==> src/rtl/spc_pkg.sv <==
// Constants for the sync pin port configuration block
package spc_pkg;

    // Register subaddresses
    localparam logic [7:0] SPC_ADDR_SYNC_PIN_CONFIG = 8'h6b;
    localparam logic [7:0] SPC_ADDR_HORIZ_TRIGGER_PHASE_LO        = 8'h6c;
    localparam logic [7:0] SPC_ADDR_HORIZ_TRIGGER_PHASE_HI        = 8'h6d;

    // Field positions of the sync pin configuration register
    localparam int SPC_BIT_TYPE_HI      = 7;
    localparam int SPC_BIT_TYPE_LO      = 6;
    localparam int SPC_BIT_HSRC         = 5;
    localparam int SPC_BIT_ONE_DIR      = 4;
    localparam int SPC_BIT_ONE_POL      = 3;
    localparam int SPC_BIT_CBLANK       = 2;
    localparam int SPC_BIT_TWO_DIR      = 1;
    localparam int SPC_BIT_TWO_POL      = 0;

    // Field positions of the upper trigger register
    localparam int SPC_HORIZ_TRIGGER_PHASE_HI_MSB     = 7;
    localparam int SPC_HORIZ_TRIGGER_PHASE_HI_LSB     = 5;
    localparam int SPC_VERT_TRIGGER_PHASE_MSB        = 4;

    // Reset values
    localparam logic [7:0]  SPC_CONFIG_RESET = 8'h00;
    localparam logic [10:0] SPC_HORIZ_TRIGGER_PHASE_RESET  = 11'h000;
    localparam logic [4:0]  SPC_VERT_TRIGGER_PHASE_RESET  = 5'h00;

    // Timing counts
    localparam int SPC_LINE_PIXELS       = 1728;
    localparam int SPC_FIELD_HALF_LINES  = 625;
    localparam int SPC_VS_HALF_LINES     = 6;
    localparam logic [3:0] SPC_FIELD_SEQUENCE_SYNC_NTSC  = 4'h4;
    localparam logic [3:0] SPC_FIELD_SEQUENCE_SYNC_PAL   = 4'h8;
    localparam logic [3:0] SPC_FIELD_SEQUENCE_SYNC_SEQUENTIAL_COLOUR_MODE = 4'hc;

    // Signal type on the first sync pin
    typedef enum logic [1:0] {
        SPC_TYPE_VSYNC = 2'b00,
        SPC_TYPE_FRAME = 2'b01,
        SPC_TYPE_FIELD_SEQUENCE_SYNC  = 2'b10,
        SPC_TYPE_NA    = 2'b11
    } spc_type_t;

endpackage

==> src/rtl/spc_sync_port.sv <==
// Sync pin port configuration and pin timing of the video encoder
`timescale 1ns/100ps
module spc_sync_port
    import spc_pkg::*;
#(
    parameter int LINE_PIXELS      = SPC_LINE_PIXELS,      // Pixel clocks per line
    parameter int FIELD_HALF_LINES = SPC_FIELD_HALF_LINES, // Half lines per field
    parameter int VS_HALF_LINES    = SPC_VS_HALF_LINES     // Vertical sync width in half lines
)
(
    input  wire logic        core_clk_i,             // Pixel clock
    input  wire logic        reset_i,                // Synchronous reset
    input  wire logic        reg_wr_i,               // Register write strobe
    input  wire logic        reg_rd_i,               // Register read strobe
    input  wire logic [7:0]  reg_addr_i,             // Register subaddress
    input  wire logic [7:0]  reg_wdata_i,            // Write data
    output logic      [7:0]  reg_rdata_o,            // Read data
    input  wire logic        sync_method_select_i,   // High takes horizontal sync from 656 input, vertical sync off
    input  wire logic        frame_sync_656_i,       // Decoded 656 frame sync pulse
    input  wire logic        phase_alternation_mode_i, // PHASE_ALTERNATION_MODE encoding
    input  wire logic        sequential_colour_mode_i, // SEQUENTIAL_COLOUR_MODE encoding
    input  wire logic [10:0] pulse_start_position_i, // Second pin pulse start
    input  wire logic [10:0] pulse_end_position_i,   // Second pin pulse end
    input  wire logic [8:0]  first_active_line_i,    // First active line
    input  wire logic [8:0]  last_active_line_i,     // Last active line
    input  wire logic        sync_pin_one_i,         // First pin input level
    output logic             sync_pin_one_o,         // First pin output level
    output logic             sync_pin_one_oe_n_o,    // First pin drive enable, low drives
    input  wire logic        sync_pin_two_i,         // Second pin input level
    output logic             sync_pin_two_o,         // Second pin output level
    output logic             sync_pin_two_oe_n_o,    // Second pin drive enable, low drives
    output logic             h_sync_event_o,         // Horizontal sync taken
    output logic             v_sync_event_o,         // Vertical sync taken
    output logic      [10:0] hpos_o,                 // Horizontal position
    output logic      [9:0]  half_line_o,            // Half line within field
    output logic             field_odd_o,            // Odd field flag
    output logic             int_blank_o             // Internal blanking from second pin
);

    logic [7:0]  cfg;
    logic [10:0] horiz_trigger_phase;
    logic [4:0]  vert_trigger_phase;
    logic [10:0] hcnt;
    logic [9:0]  hl_cnt;
    logic        field_odd;
    logic [3:0]  field_sequence_sync_cnt;
    logic [3:0]  field_sequence_sync_len;
    logic        one_active;
    logic        one_edge;
    logic        two_active;
    logic        two_edge;
    logic        next_h_event;
    logic        next_v_event;
    logic        half_tick;
    logic        field_wrap;
    logic        vs_active;
    logic        in_h;
    logic        vblank;
    logic        next_pin_one;
    logic        next_pin_two;
    spc_type_t   pin_type;

    assign pin_type = spc_type_t'(cfg[SPC_BIT_TYPE_HI:SPC_BIT_TYPE_LO]);

    // Register writes
    always_ff @(posedge core_clk_i)
    begin
        if (reset_i)
        begin
            cfg   <= SPC_CONFIG_RESET;
            horiz_trigger_phase <= SPC_HORIZ_TRIGGER_PHASE_RESET;
            vert_trigger_phase <= SPC_VERT_TRIGGER_PHASE_RESET;
        end
        else if (reg_wr_i)
        begin
            case (reg_addr_i)
                SPC_ADDR_SYNC_PIN_CONFIG: cfg <= reg_wdata_i;
                SPC_ADDR_HORIZ_TRIGGER_PHASE_LO:        horiz_trigger_phase[7:0] <= reg_wdata_i;
                SPC_ADDR_HORIZ_TRIGGER_PHASE_HI:
                begin
                    horiz_trigger_phase[10:8] <= reg_wdata_i[SPC_HORIZ_TRIGGER_PHASE_HI_MSB:SPC_HORIZ_TRIGGER_PHASE_HI_LSB];
                    vert_trigger_phase       <= reg_wdata_i[SPC_VERT_TRIGGER_PHASE_MSB:0];
                end
                default: ;
            endcase
        end
    end

    // Register reads, unmapped addresses give zero
    always_ff @(posedge core_clk_i)
    begin
        if (reset_i)
            reg_rdata_o <= 8'h00;
        else if (reg_rd_i)
        begin
            case (reg_addr_i)
                SPC_ADDR_SYNC_PIN_CONFIG: reg_rdata_o <= cfg;
                SPC_ADDR_HORIZ_TRIGGER_PHASE_LO:        reg_rdata_o <= horiz_trigger_phase[7:0];
                SPC_ADDR_HORIZ_TRIGGER_PHASE_HI:        reg_rdata_o <= {horiz_trigger_phase[10:8], vert_trigger_phase};
                default:                  reg_rdata_o <= 8'h00;
            endcase
        end
    end

    // Pin sampling with selected polarity
    spc_edge_detect u_edge_one
    (
        .core_clk_i (core_clk_i),
        .reset_i    (reset_i),
        .pin_i      (sync_pin_one_i),
        .falling_i  (cfg[SPC_BIT_ONE_POL]),
        .active_o   (one_active),
        .edge_o     (one_edge)
    );

    spc_edge_detect u_edge_two
    (
        .core_clk_i (core_clk_i),
        .reset_i    (reset_i),
        .pin_i      (sync_pin_two_i),
        .falling_i  (cfg[SPC_BIT_TWO_POL]),
        .active_o   (two_active),
        .edge_o     (two_edge)
    );

    // Horizontal and vertical sync source selection
    always_comb
    begin
        next_h_event = 1'b0;
        if (sync_method_select_i)
            next_h_event = frame_sync_656_i;
        else if (cfg[SPC_BIT_HSRC])
            next_h_event = two_edge & ~cfg[SPC_BIT_TWO_DIR];
        else
            next_h_event = one_edge & ~cfg[SPC_BIT_ONE_DIR];
        next_v_event = one_edge & ~cfg[SPC_BIT_ONE_DIR] & ~sync_method_select_i;
    end

    // Registered sync events
    always_ff @(posedge core_clk_i)
    begin
        if (reset_i)
        begin
            h_sync_event_o <= 1'b0;
            v_sync_event_o <= 1'b0;
        end
        else
        begin
            h_sync_event_o <= next_h_event;
            v_sync_event_o <= next_v_event;
        end
    end

    // Horizontal counter, loaded with the trigger phase on sync
    always_ff @(posedge core_clk_i)
    begin
        if (reset_i)
            hcnt <= 11'h000;
        else if (next_h_event)
            hcnt <= horiz_trigger_phase;
        else if (hcnt >= 11'(LINE_PIXELS - 1))
            hcnt <= 11'h000;
        else
            hcnt <= hcnt + 11'h001;
    end

    assign half_tick  = (hcnt == 11'(LINE_PIXELS - 1)) || (hcnt == 11'(LINE_PIXELS / 2 - 1));
    assign field_wrap = half_tick && (hl_cnt >= 10'(FIELD_HALF_LINES - 1));

    // Half line counter, loaded with the vertical phase on sync
    always_ff @(posedge core_clk_i)
    begin
        if (reset_i)
            hl_cnt <= 10'h000;
        else if (next_v_event)
            hl_cnt <= {5'h00, vert_trigger_phase};
        else if (field_wrap)
            hl_cnt <= 10'h000;
        else if (half_tick)
            hl_cnt <= hl_cnt + 10'h001;
    end

    // Field parity and field sequence count
    assign field_sequence_sync_len = sequential_colour_mode_i  ? SPC_FIELD_SEQUENCE_SYNC_SEQUENTIAL_COLOUR_MODE :
                      phase_alternation_mode_i ? SPC_FIELD_SEQUENCE_SYNC_PAL : SPC_FIELD_SEQUENCE_SYNC_NTSC;

    always_ff @(posedge core_clk_i)
    begin
        if (reset_i)
        begin
            field_odd <= 1'b0;
            field_sequence_sync_cnt  <= 4'h0;
        end
        else if (field_wrap)
        begin
            field_odd <= ~field_odd;
            field_sequence_sync_cnt  <= (field_sequence_sync_cnt >= field_sequence_sync_len - 4'h1) ? 4'h0 : field_sequence_sync_cnt + 4'h1;
        end
    end

    assign hpos_o      = hcnt;
    assign half_line_o = hl_cnt;
    assign field_odd_o = field_odd;

    // Timing windows
    assign vs_active = hl_cnt < 10'(VS_HALF_LINES);
    assign in_h      = (hcnt >= pulse_start_position_i) && (hcnt < pulse_end_position_i);
    assign vblank    = (hl_cnt[9:1] < first_active_line_i) || (hl_cnt[9:1] > last_active_line_i);

    // First pin output signal by type
    always_comb
    begin
        case (pin_type)
            SPC_TYPE_VSYNC: next_pin_one = vs_active;
            SPC_TYPE_FRAME: next_pin_one = field_odd;
            SPC_TYPE_FIELD_SEQUENCE_SYNC:  next_pin_one = vs_active && (field_sequence_sync_cnt == 4'h0);
            default:        next_pin_one = 1'b0;
        endcase
    end

    // Second pin output signal by blanking mode
    assign next_pin_two = cfg[SPC_BIT_CBLANK] ? (in_h & ~vblank) : in_h;

    // Pin drivers with polarity
    always_ff @(posedge core_clk_i)
    begin
        if (reset_i)
        begin
            sync_pin_one_o <= 1'b0;
            sync_pin_two_o <= 1'b0;
        end
        else
        begin
            sync_pin_one_o <= next_pin_one ^ cfg[SPC_BIT_ONE_POL];
            sync_pin_two_o <= next_pin_two ^ cfg[SPC_BIT_TWO_POL];
        end
    end

    assign sync_pin_one_oe_n_o = ~cfg[SPC_BIT_ONE_DIR];
    assign sync_pin_two_oe_n_o = ~cfg[SPC_BIT_TWO_DIR];

    // Internal blanking from the second pin input
    always_ff @(posedge core_clk_i)
    begin
        if (reset_i)
            int_blank_o <= 1'b0;
        else
            int_blank_o <= cfg[SPC_BIT_CBLANK] & ~cfg[SPC_BIT_TWO_DIR]
                           & ~sync_method_select_i & two_active;
    end

    // Checks
    chk_dir_one_write: assert property (@(posedge core_clk_i) disable iff (reset_i)
        reg_wr_i && reg_addr_i == SPC_ADDR_SYNC_PIN_CONFIG |=> sync_pin_one_oe_n_o == !$past(reg_wdata_i[4]))
        else $error("first pin direction does not follow bit 4");

    chk_dir_two_write: assert property (@(posedge core_clk_i) disable iff (reset_i)
        reg_wr_i && reg_addr_i == SPC_ADDR_SYNC_PIN_CONFIG |=> sync_pin_two_oe_n_o == !$past(reg_wdata_i[1]))
        else $error("second pin direction does not follow bit 1");

    chk_hsrc_pin_one: assert property (@(posedge core_clk_i) disable iff (reset_i)
        !sync_method_select_i && !cfg[5] && !cfg[4] && one_edge |=> h_sync_event_o)
        else $error("first pin edge did not give horizontal sync");

    chk_hsrc_frame_656: assert property (@(posedge core_clk_i) disable iff (reset_i)
        sync_method_select_i |=> h_sync_event_o == $past(frame_sync_656_i))
        else $error("656 frame sync not used as horizontal sync");

    chk_hsrc_pin_two: assert property (@(posedge core_clk_i) disable iff (reset_i)
        !sync_method_select_i && cfg[5] && !cfg[1] |=> h_sync_event_o == $past(two_edge))
        else $error("second pin edge not used as horizontal sync");

    chk_horiz_trigger_phase_load: assert property (@(posedge core_clk_i) disable iff (reset_i)
        next_h_event |=> hpos_o == $past(horiz_trigger_phase))
        else $error("horizontal counter not loaded with trigger phase");

    chk_vert_trigger_phase_load: assert property (@(posedge core_clk_i) disable iff (reset_i)
        next_v_event |=> half_line_o == {5'h00, $past(vert_trigger_phase)})
        else $error("half line counter not loaded with vertical phase");

    chk_pin_one_pol: assert property (@(posedge core_clk_i) disable iff (reset_i)
        cfg[7:6] == 2'b00 && $stable(cfg) |=> sync_pin_one_o == ($past(vs_active) ^ $past(cfg[3])))
        else $error("first pin vertical sync level or polarity wrong");

    chk_horizontal_reference_pulse_out: assert property (@(posedge core_clk_i) disable iff (reset_i)
        !cfg[2] && $stable(cfg) && in_h |=> sync_pin_two_o == !$past(cfg[0]))
        else $error("reference pulse missing inside window");

    chk_cblank_vbl: assert property (@(posedge core_clk_i) disable iff (reset_i)
        cfg[2] && $stable(cfg) && vblank |=> sync_pin_two_o == $past(cfg[0]))
        else $error("blanking-not pulse present in vertical blanking");

    chk_blank_input: assert property (@(posedge core_clk_i) disable iff (reset_i)
        cfg[2] && !cfg[1] && !sync_method_select_i |=> int_blank_o == $past(two_active))
        else $error("internal blanking does not follow second pin");

    chk_field_sequence_sync_count: assert property (@(posedge core_clk_i) disable iff (reset_i)
        field_sequence_sync_cnt < field_sequence_sync_len || $changed(field_sequence_sync_len))
        else $error("field sequence count out of range");

    chk_edge_single: assert property (@(posedge core_clk_i) disable iff (reset_i)
        one_edge && $stable(cfg[SPC_BIT_ONE_POL])
        && !$past(reset_i) && !$past(reset_i, 2) && !$past(reset_i, 3)
        |-> ($past(sync_pin_one_i, 2) != cfg[SPC_BIT_ONE_POL]) && ($past(sync_pin_one_i, 3) == cfg[SPC_BIT_ONE_POL]))
        else $error("first pin edge not seen two cycles after the pin changed");

endmodule // spc_sync_port

==> src/rtl/spc_edge_detect.sv <==
// Two-flop synchroniser and active edge detector for one sync pin
`timescale 1ns/100ps
module spc_edge_detect
(
    input  wire logic core_clk_i,   // Pixel clock
    input  wire logic reset_i,      // Synchronous reset
    input  wire logic pin_i,        // Raw pin level
    input  wire logic falling_i,    // One selects the falling edge
    output logic      active_o,     // Synchronised level, active high
    output logic      edge_o        // One-cycle pulse on the active edge
);

    logic sync_a;
    logic sync_b;
    logic prev_active;

    // Synchroniser; sync_a feeds sync_b only
    always_ff @(posedge core_clk_i)
    begin
        if (reset_i)
        begin
            sync_a <= 1'b0;
            sync_b <= 1'b0;
        end
        else
        begin
            sync_a <= pin_i;
            sync_b <= sync_a;
        end
    end

    assign active_o = sync_b ^ falling_i;

    // Previous active level for edge finding
    always_ff @(posedge core_clk_i)
    begin
        if (reset_i)
            prev_active <= 1'b1;
        else
            prev_active <= active_o;
    end

    assign edge_o = active_o & ~prev_active;

endmodule // spc_edge_detect

==> config.mk <==
export PLATFORM = sky130hd
export DESIGN_NAME = spc_sync_port
export DESIGN_NICKNAME = d
export VERILOG_FILES = /design/src/rtl/spc_pkg.sv /design/src/rtl/spc_sync_port.sv /design/src/rtl/spc_edge_detect.sv
export SDC_FILE = /design/constraint.sdc
export NUM_CORES = 1
export LEC_CHECK = 0
export ABC_AREA = 1
export BUFFER_PORTS_ARGS = -buffer_cell sky130_fd_sc_hd__buf_2
export CAP_MARGIN = 20
export CORE_MARGIN = 3
export CORE_UTILIZATION = 35
export CTS_CLUSTER_DIAMETER = 30
export CTS_CLUSTER_SIZE = 20
export DETAILED_ROUTE_END_ITERATION = 16
export GPL_TIMING_DRIVEN = 0
export PLACE_DENSITY = 0.58
export SLEW_MARGIN = 30
export SYNTH_ARGS = -nofsm -noshare
export SYNTH_HDL_FRONTEND = slang
export SYNTH_HIERARCHICAL = 1
export SYNTH_SLANG_ARGS = --single-unit
==> constraint.sdc <==
create_clock -name core_clk_i -period 2.08 [get_ports core_clk_i]
set_input_delay 0.416 -clock core_clk_i [delete_from_list [all_inputs] [get_ports core_clk_i]]
set_output_delay 0.416 -clock core_clk_i [all_outputs]
set_load 0.05 [all_outputs]
# Yosys cells after proc, flatten, opt, wreduce, memory -nomap -nowiden
# Index checks and enable logic that the tools add are counted.
# word_totals
regBits	69
inputBits	66
output_inout_bits	37
word_cells	85
# op_classes
eq_ne	7
muxes	13
add_sub_neg	4
bitwise_logic	20
n_reduce_logical	12
order_cmp	8
# op_table
operator	n
$eq 8x7->1 const B	3
$pmux 8 s3	1
$mux 11	2
$mux 5	3
$mux 4	3
$add 11x1->11 const B	1
$eq 11x10->1 const B	1
$eq 11x11->1 const B	1
$ge 11x11->1	1
$ge 11x11->1 const B	1
$lt 11x11->1	1
$add 10x1->10 const B	1
$ge 10x10->1 const B	1
$lt 10x3->1 const B	1
$and 1x1->1	9
$gt 9x9->1	1
$lt 9x9->1	1
$not 1->1	7
$reduce_and 2->1	3
$add 4x1->4 const B	1
$ge 4x4->1	1
$logic_not 4->1	1
$sub 4x1->4 const B	1
$xor 1x1->1	4
other kinds (9)	14

# Longest topological paths before layout
# logic_depth
depth_word	6
mapped_depth	14
mapped_depth_nobuf	14

# Cells and area by module
# Netlist, hierarchy kept.
# by_module_without_submodules
module	seq_area_each_um2	cells_each	area_each_um2	instances
spc_sync_port	1261.2	601	4131.5	1
spc_edge_detect	60.1	16	113.9	2

# Worst setup path after synthesis
# Ideal clock, no wire load.
# synth_path
kind	reg-to-reg
start	reg hcnt[1], in the netlist hpos_o[1]
end	reg hl_cnt[7], in the netlist half_line_o[7]
setup_slack_ns	0.030
setup_time_ns	0.116
arrival_ns	1.934
stages_incl_launch_ff	12
path_buffers	1
synth_period_minus_slack_ns	2.050
required_ns	1.964
cell_sequence	dfxtp_1 > ha_1 > nand2_1 > nor2_2 > nand2_2 > nor2_4 > nand3_2 > nand2_4 > buf_6 > nand3_1 > o21ai_0 > nor2_1
# synth_via
elab_chain_cells	4
elab_cells_between_ends	5
classes_between	eq/ne (2); reduce/logical (3)
# synth_lines
element	line	source
start: declaration	spc_sync_port.sv:43	logic [10:0] hcnt;
start signal: assignment	spc_sync_port.sv:160	hcnt <= horiz_trigger_phase;
start signal: assignment	spc_sync_port.sv:164	hcnt <= hcnt + 11'h001;
$eq 11x11->1 or $eq 11x10->1 (tied branches)	spc_sync_port.sv:167	assign half_tick = (hcnt == 11'(LINE_PIXELS - 1)) || (hcnt == 11'(LINE_PIXELS / 2 - 1));
$logic_or 1x1->1 *	spc_sync_port.sv:167	
$logic_and 1x1->1	spc_sync_port.sv:168	assign field_wrap = half_tick && (hl_cnt >= 10'(FIELD_HALF_LINES - 1));
$reduce_or 3->1 (no line)	n/a	
end signal: assignment	spc_sync_port.sv:176	hl_cnt <= {5'h00, vert_trigger_phase};
end signal: assignment	spc_sync_port.sv:180	hl_cnt <= hl_cnt + 10'h001;
end: declaration	spc_sync_port.sv:44	logic [9:0] hl_cnt;
# Every way passes the cells marked *; elsewhere a longest branch is shown, timed or not.
# A chain may end at the register's enable or synchronous reset.

# Worst setup path after layout
# Same ends and word-level chain as after synthesis.

==> qor.yml <==
route:
  viasPerCell: 4.710
  drc_errors: 0
  vias: 4319
  routed_wl_mm: 11.70
  routedWlPerCell_um: 12.76
  antenna_left: 0
  dr.pass1.iters: 4
  drtIter0Drc: 248
global_route:
  grt_pass1_wl_mm: 19.74
  grt_usage: 0.1718
  grt_pass1_vias: 4111
  grt_max_degree: 13
  antenna_found_initial: 0
  grt_overflow_total: 0
final_layout:
  antenna_cells: 0
  finalNonFillerCells: 917
  multi_input_area_um2: 2494
  drive_above_1_share: 0.2003
  regArea_um2: 1384
  area_delta_synth_final_pct: 24.30
  nFillCells: 1309
  fin_nets: 855
critical_path:
  crit_path_end_kind: "register"
  crit_type: "reg -> reg"
  r2r_cells: 12
  cp_max_fo: 8
  regToRegEndpoint: "half_line_o[7]$_SDFFE_PP0P_"
  cp_cell_sequence: "ha_1, nand2_1, nor2_2, nand2_2, nor2_4, nand3_2, nand2_4, nand2_4, nand3_4, inv_1, o21ai_0, nor2_1"
  slowest_stage: "dfxtp_2"
  reg2reg_from: "hpos_o[1]$_SDFF_PP0_"
  start_kind: "register"
  critPathMostFrequentCell: "nand2_4"
  worstPathArrival_ps: 2080
  required_ps: 2300
  slowest_delay_ps: 370
  r2r_setup_slack_ps: 220
  crit_start: "hpos_o[1]$_SDFF_PP0_"
floorplan:
  start_util: 0.3596
  rows: 40
  fp.dieW_um: 117.6
  io_pins: 103
  dieArea_um2: 13820
  core_um2: 12110
  fp.dieH_um: 117.6
clocking:
  cts-root-buf: "clkbuf_16"
  post_cts_buffers: 0
  clk_latency_ps: 330
  h-tree-depth: 3
  cts.sinks: 69
  numCtsBuffers: 9
  cts_tree: "built"
  path_clk_slew_ps: 60
  cts_buffer_depth: 2
outcome:
  status: "finished, final reports clean"
sta:
  min_period_ps: 1857
  grt_setup_unrepaired: "no"
  fmax_ghz: 0.5384
  whs_ps: 287.5
  finalSetupViolations: 0
  hold_viol: 0
  finalMaxSlewViolations: 0
  final.setup_skew_ps: 5.719
  period_share: 0.8930
  tns_ps: 0
  max_slew_margin: 0.5716
  tightestPinTransition_ps: 637.8
synth:
  synthesis.nets: 743
  synthCells: 632
  syn_area_um2: 4355
  synth_warnings: 6
  syn_avg_cell_area_um2: 6.891
run:
  cap_violations: 0
placement:
  placedCellCount: 901
  dpl.hpwl_mm: 9.452
  gp_congestion: 0.8341
  io_buffers: 101
hold_path:
  hp-start: "sync_pin_one_i"
  min_path_type: "in -> reg"
  min_path_cells: 3
  hold_end: "u_edge_one/sync_a$_SDFF_PP0_"
power:
  pwr_density_cell_nw_per_um2: 606.1
  ir_worst_vdd_mv: 0.3475
  fin_total_pwr_mw: 3.282
  leakage_nw: 2.664
-- cells in the final DEF (no fill, tap or decap), types with 3 or more instances in the layout --
master       n
a21o_1       4
ha_1        45
nand3b_1     3
nor3_1       7
nand2_4      3
buf_2      104
xor2_1       6
nand2_1    143
a21oi_1     52
nand4_1      4
o21ai_0     33
nand2_2      5
clkbuf_16    9
nand3_2      3
o21ai_1      3
inv_1      112
dfxtp_1     67
o22ai_1      9
clkbuf_1     5
nor2_2       3
nand3_1     45
nor2_1      50
-- final cells by class --
type	count	share of cell area
inverters	114	0.07904
well taps	168	0.03883
repair buffers	101	0.09337
clock inverters	6	0.01595
multi-input cells	437	0.4606
plain buffers	12	0.01248
flip-flops and latches	69	0.2556
clock buffers	10	0.04414
-- per-layer routing --
layer / track usage / vias up / share of wire
met1: 0.2322 / 1940 / 0.48
met2: 0.2890 / 104 / 0.46
met3: 0.02739 / 10 / 0.046
met4: 0.03956 / 0 / 0.011
li1: - / 2265 / -
met5: 0 / - / 0
-- state kept, by name, summed over array words and instances, names as in the netlist, 4 cells and up --
name	count
horiz_trigger_phase	11
reg_rdata_o	8
hpos_o	11
field_sequence_sync_cnt	4
vert_trigger_phase	5
cfg	8
half_line_o	10
-- through the flow --
stage | utilization | worst slack (ps) | instance area [µm²]
6_report | 0.4470 | 222.5 | 5414
4_1_cts | 0.4456 | 79.74 | 5396
5_1_grt | 0.4470 | 46.91 | 5414
3_3_place_gp | 0.4187 | -0.7494 | 5071
2_1_floorplan | - | 30.32 | 4355
3_5_place_dp | 0.4187 | 39.71 | 5071
-- report_power, final --
group / internal (mW) / leakage, nW / switching (mW)
clock: 1.08 / 0.158 / 0.573
combinational: 0.107 / 1.95 / 0.175
sequential: 1.34 / 0.559 / 0.0108
-- repair_timing --
action                     CTS  global route
setup endpoints to repair    0            17
resized for setup            0             5
hold buffers                 0             0
-- worst max-delay path: cells and delay by family, from the launching register on --
kind,cells,cell delay [ps]
AOI/OAI and AO/OA,1,80
adders and majority gates,1,190
DFF,1,370
buffers and inverters,1,80
and+or+nand+nor,9,1020
-- worst max-delay path by stage --
stage                                               end
floorplan                   half_line_o[7]$_SDFFE_PP0P_
global placement    horiz_trigger_phase[0]$_SDFFE_PP0P_
detailed placement  horiz_trigger_phase[1]$_SDFFE_PP0P_
CTS                                hpos_o[1]$_SDFF_PP0_
global route                half_line_o[7]$_SDFFE_PP0P_
finish                      half_line_o[7]$_SDFFE_PP0P_
Note: power is estimated with default switching activity, not from simulation.
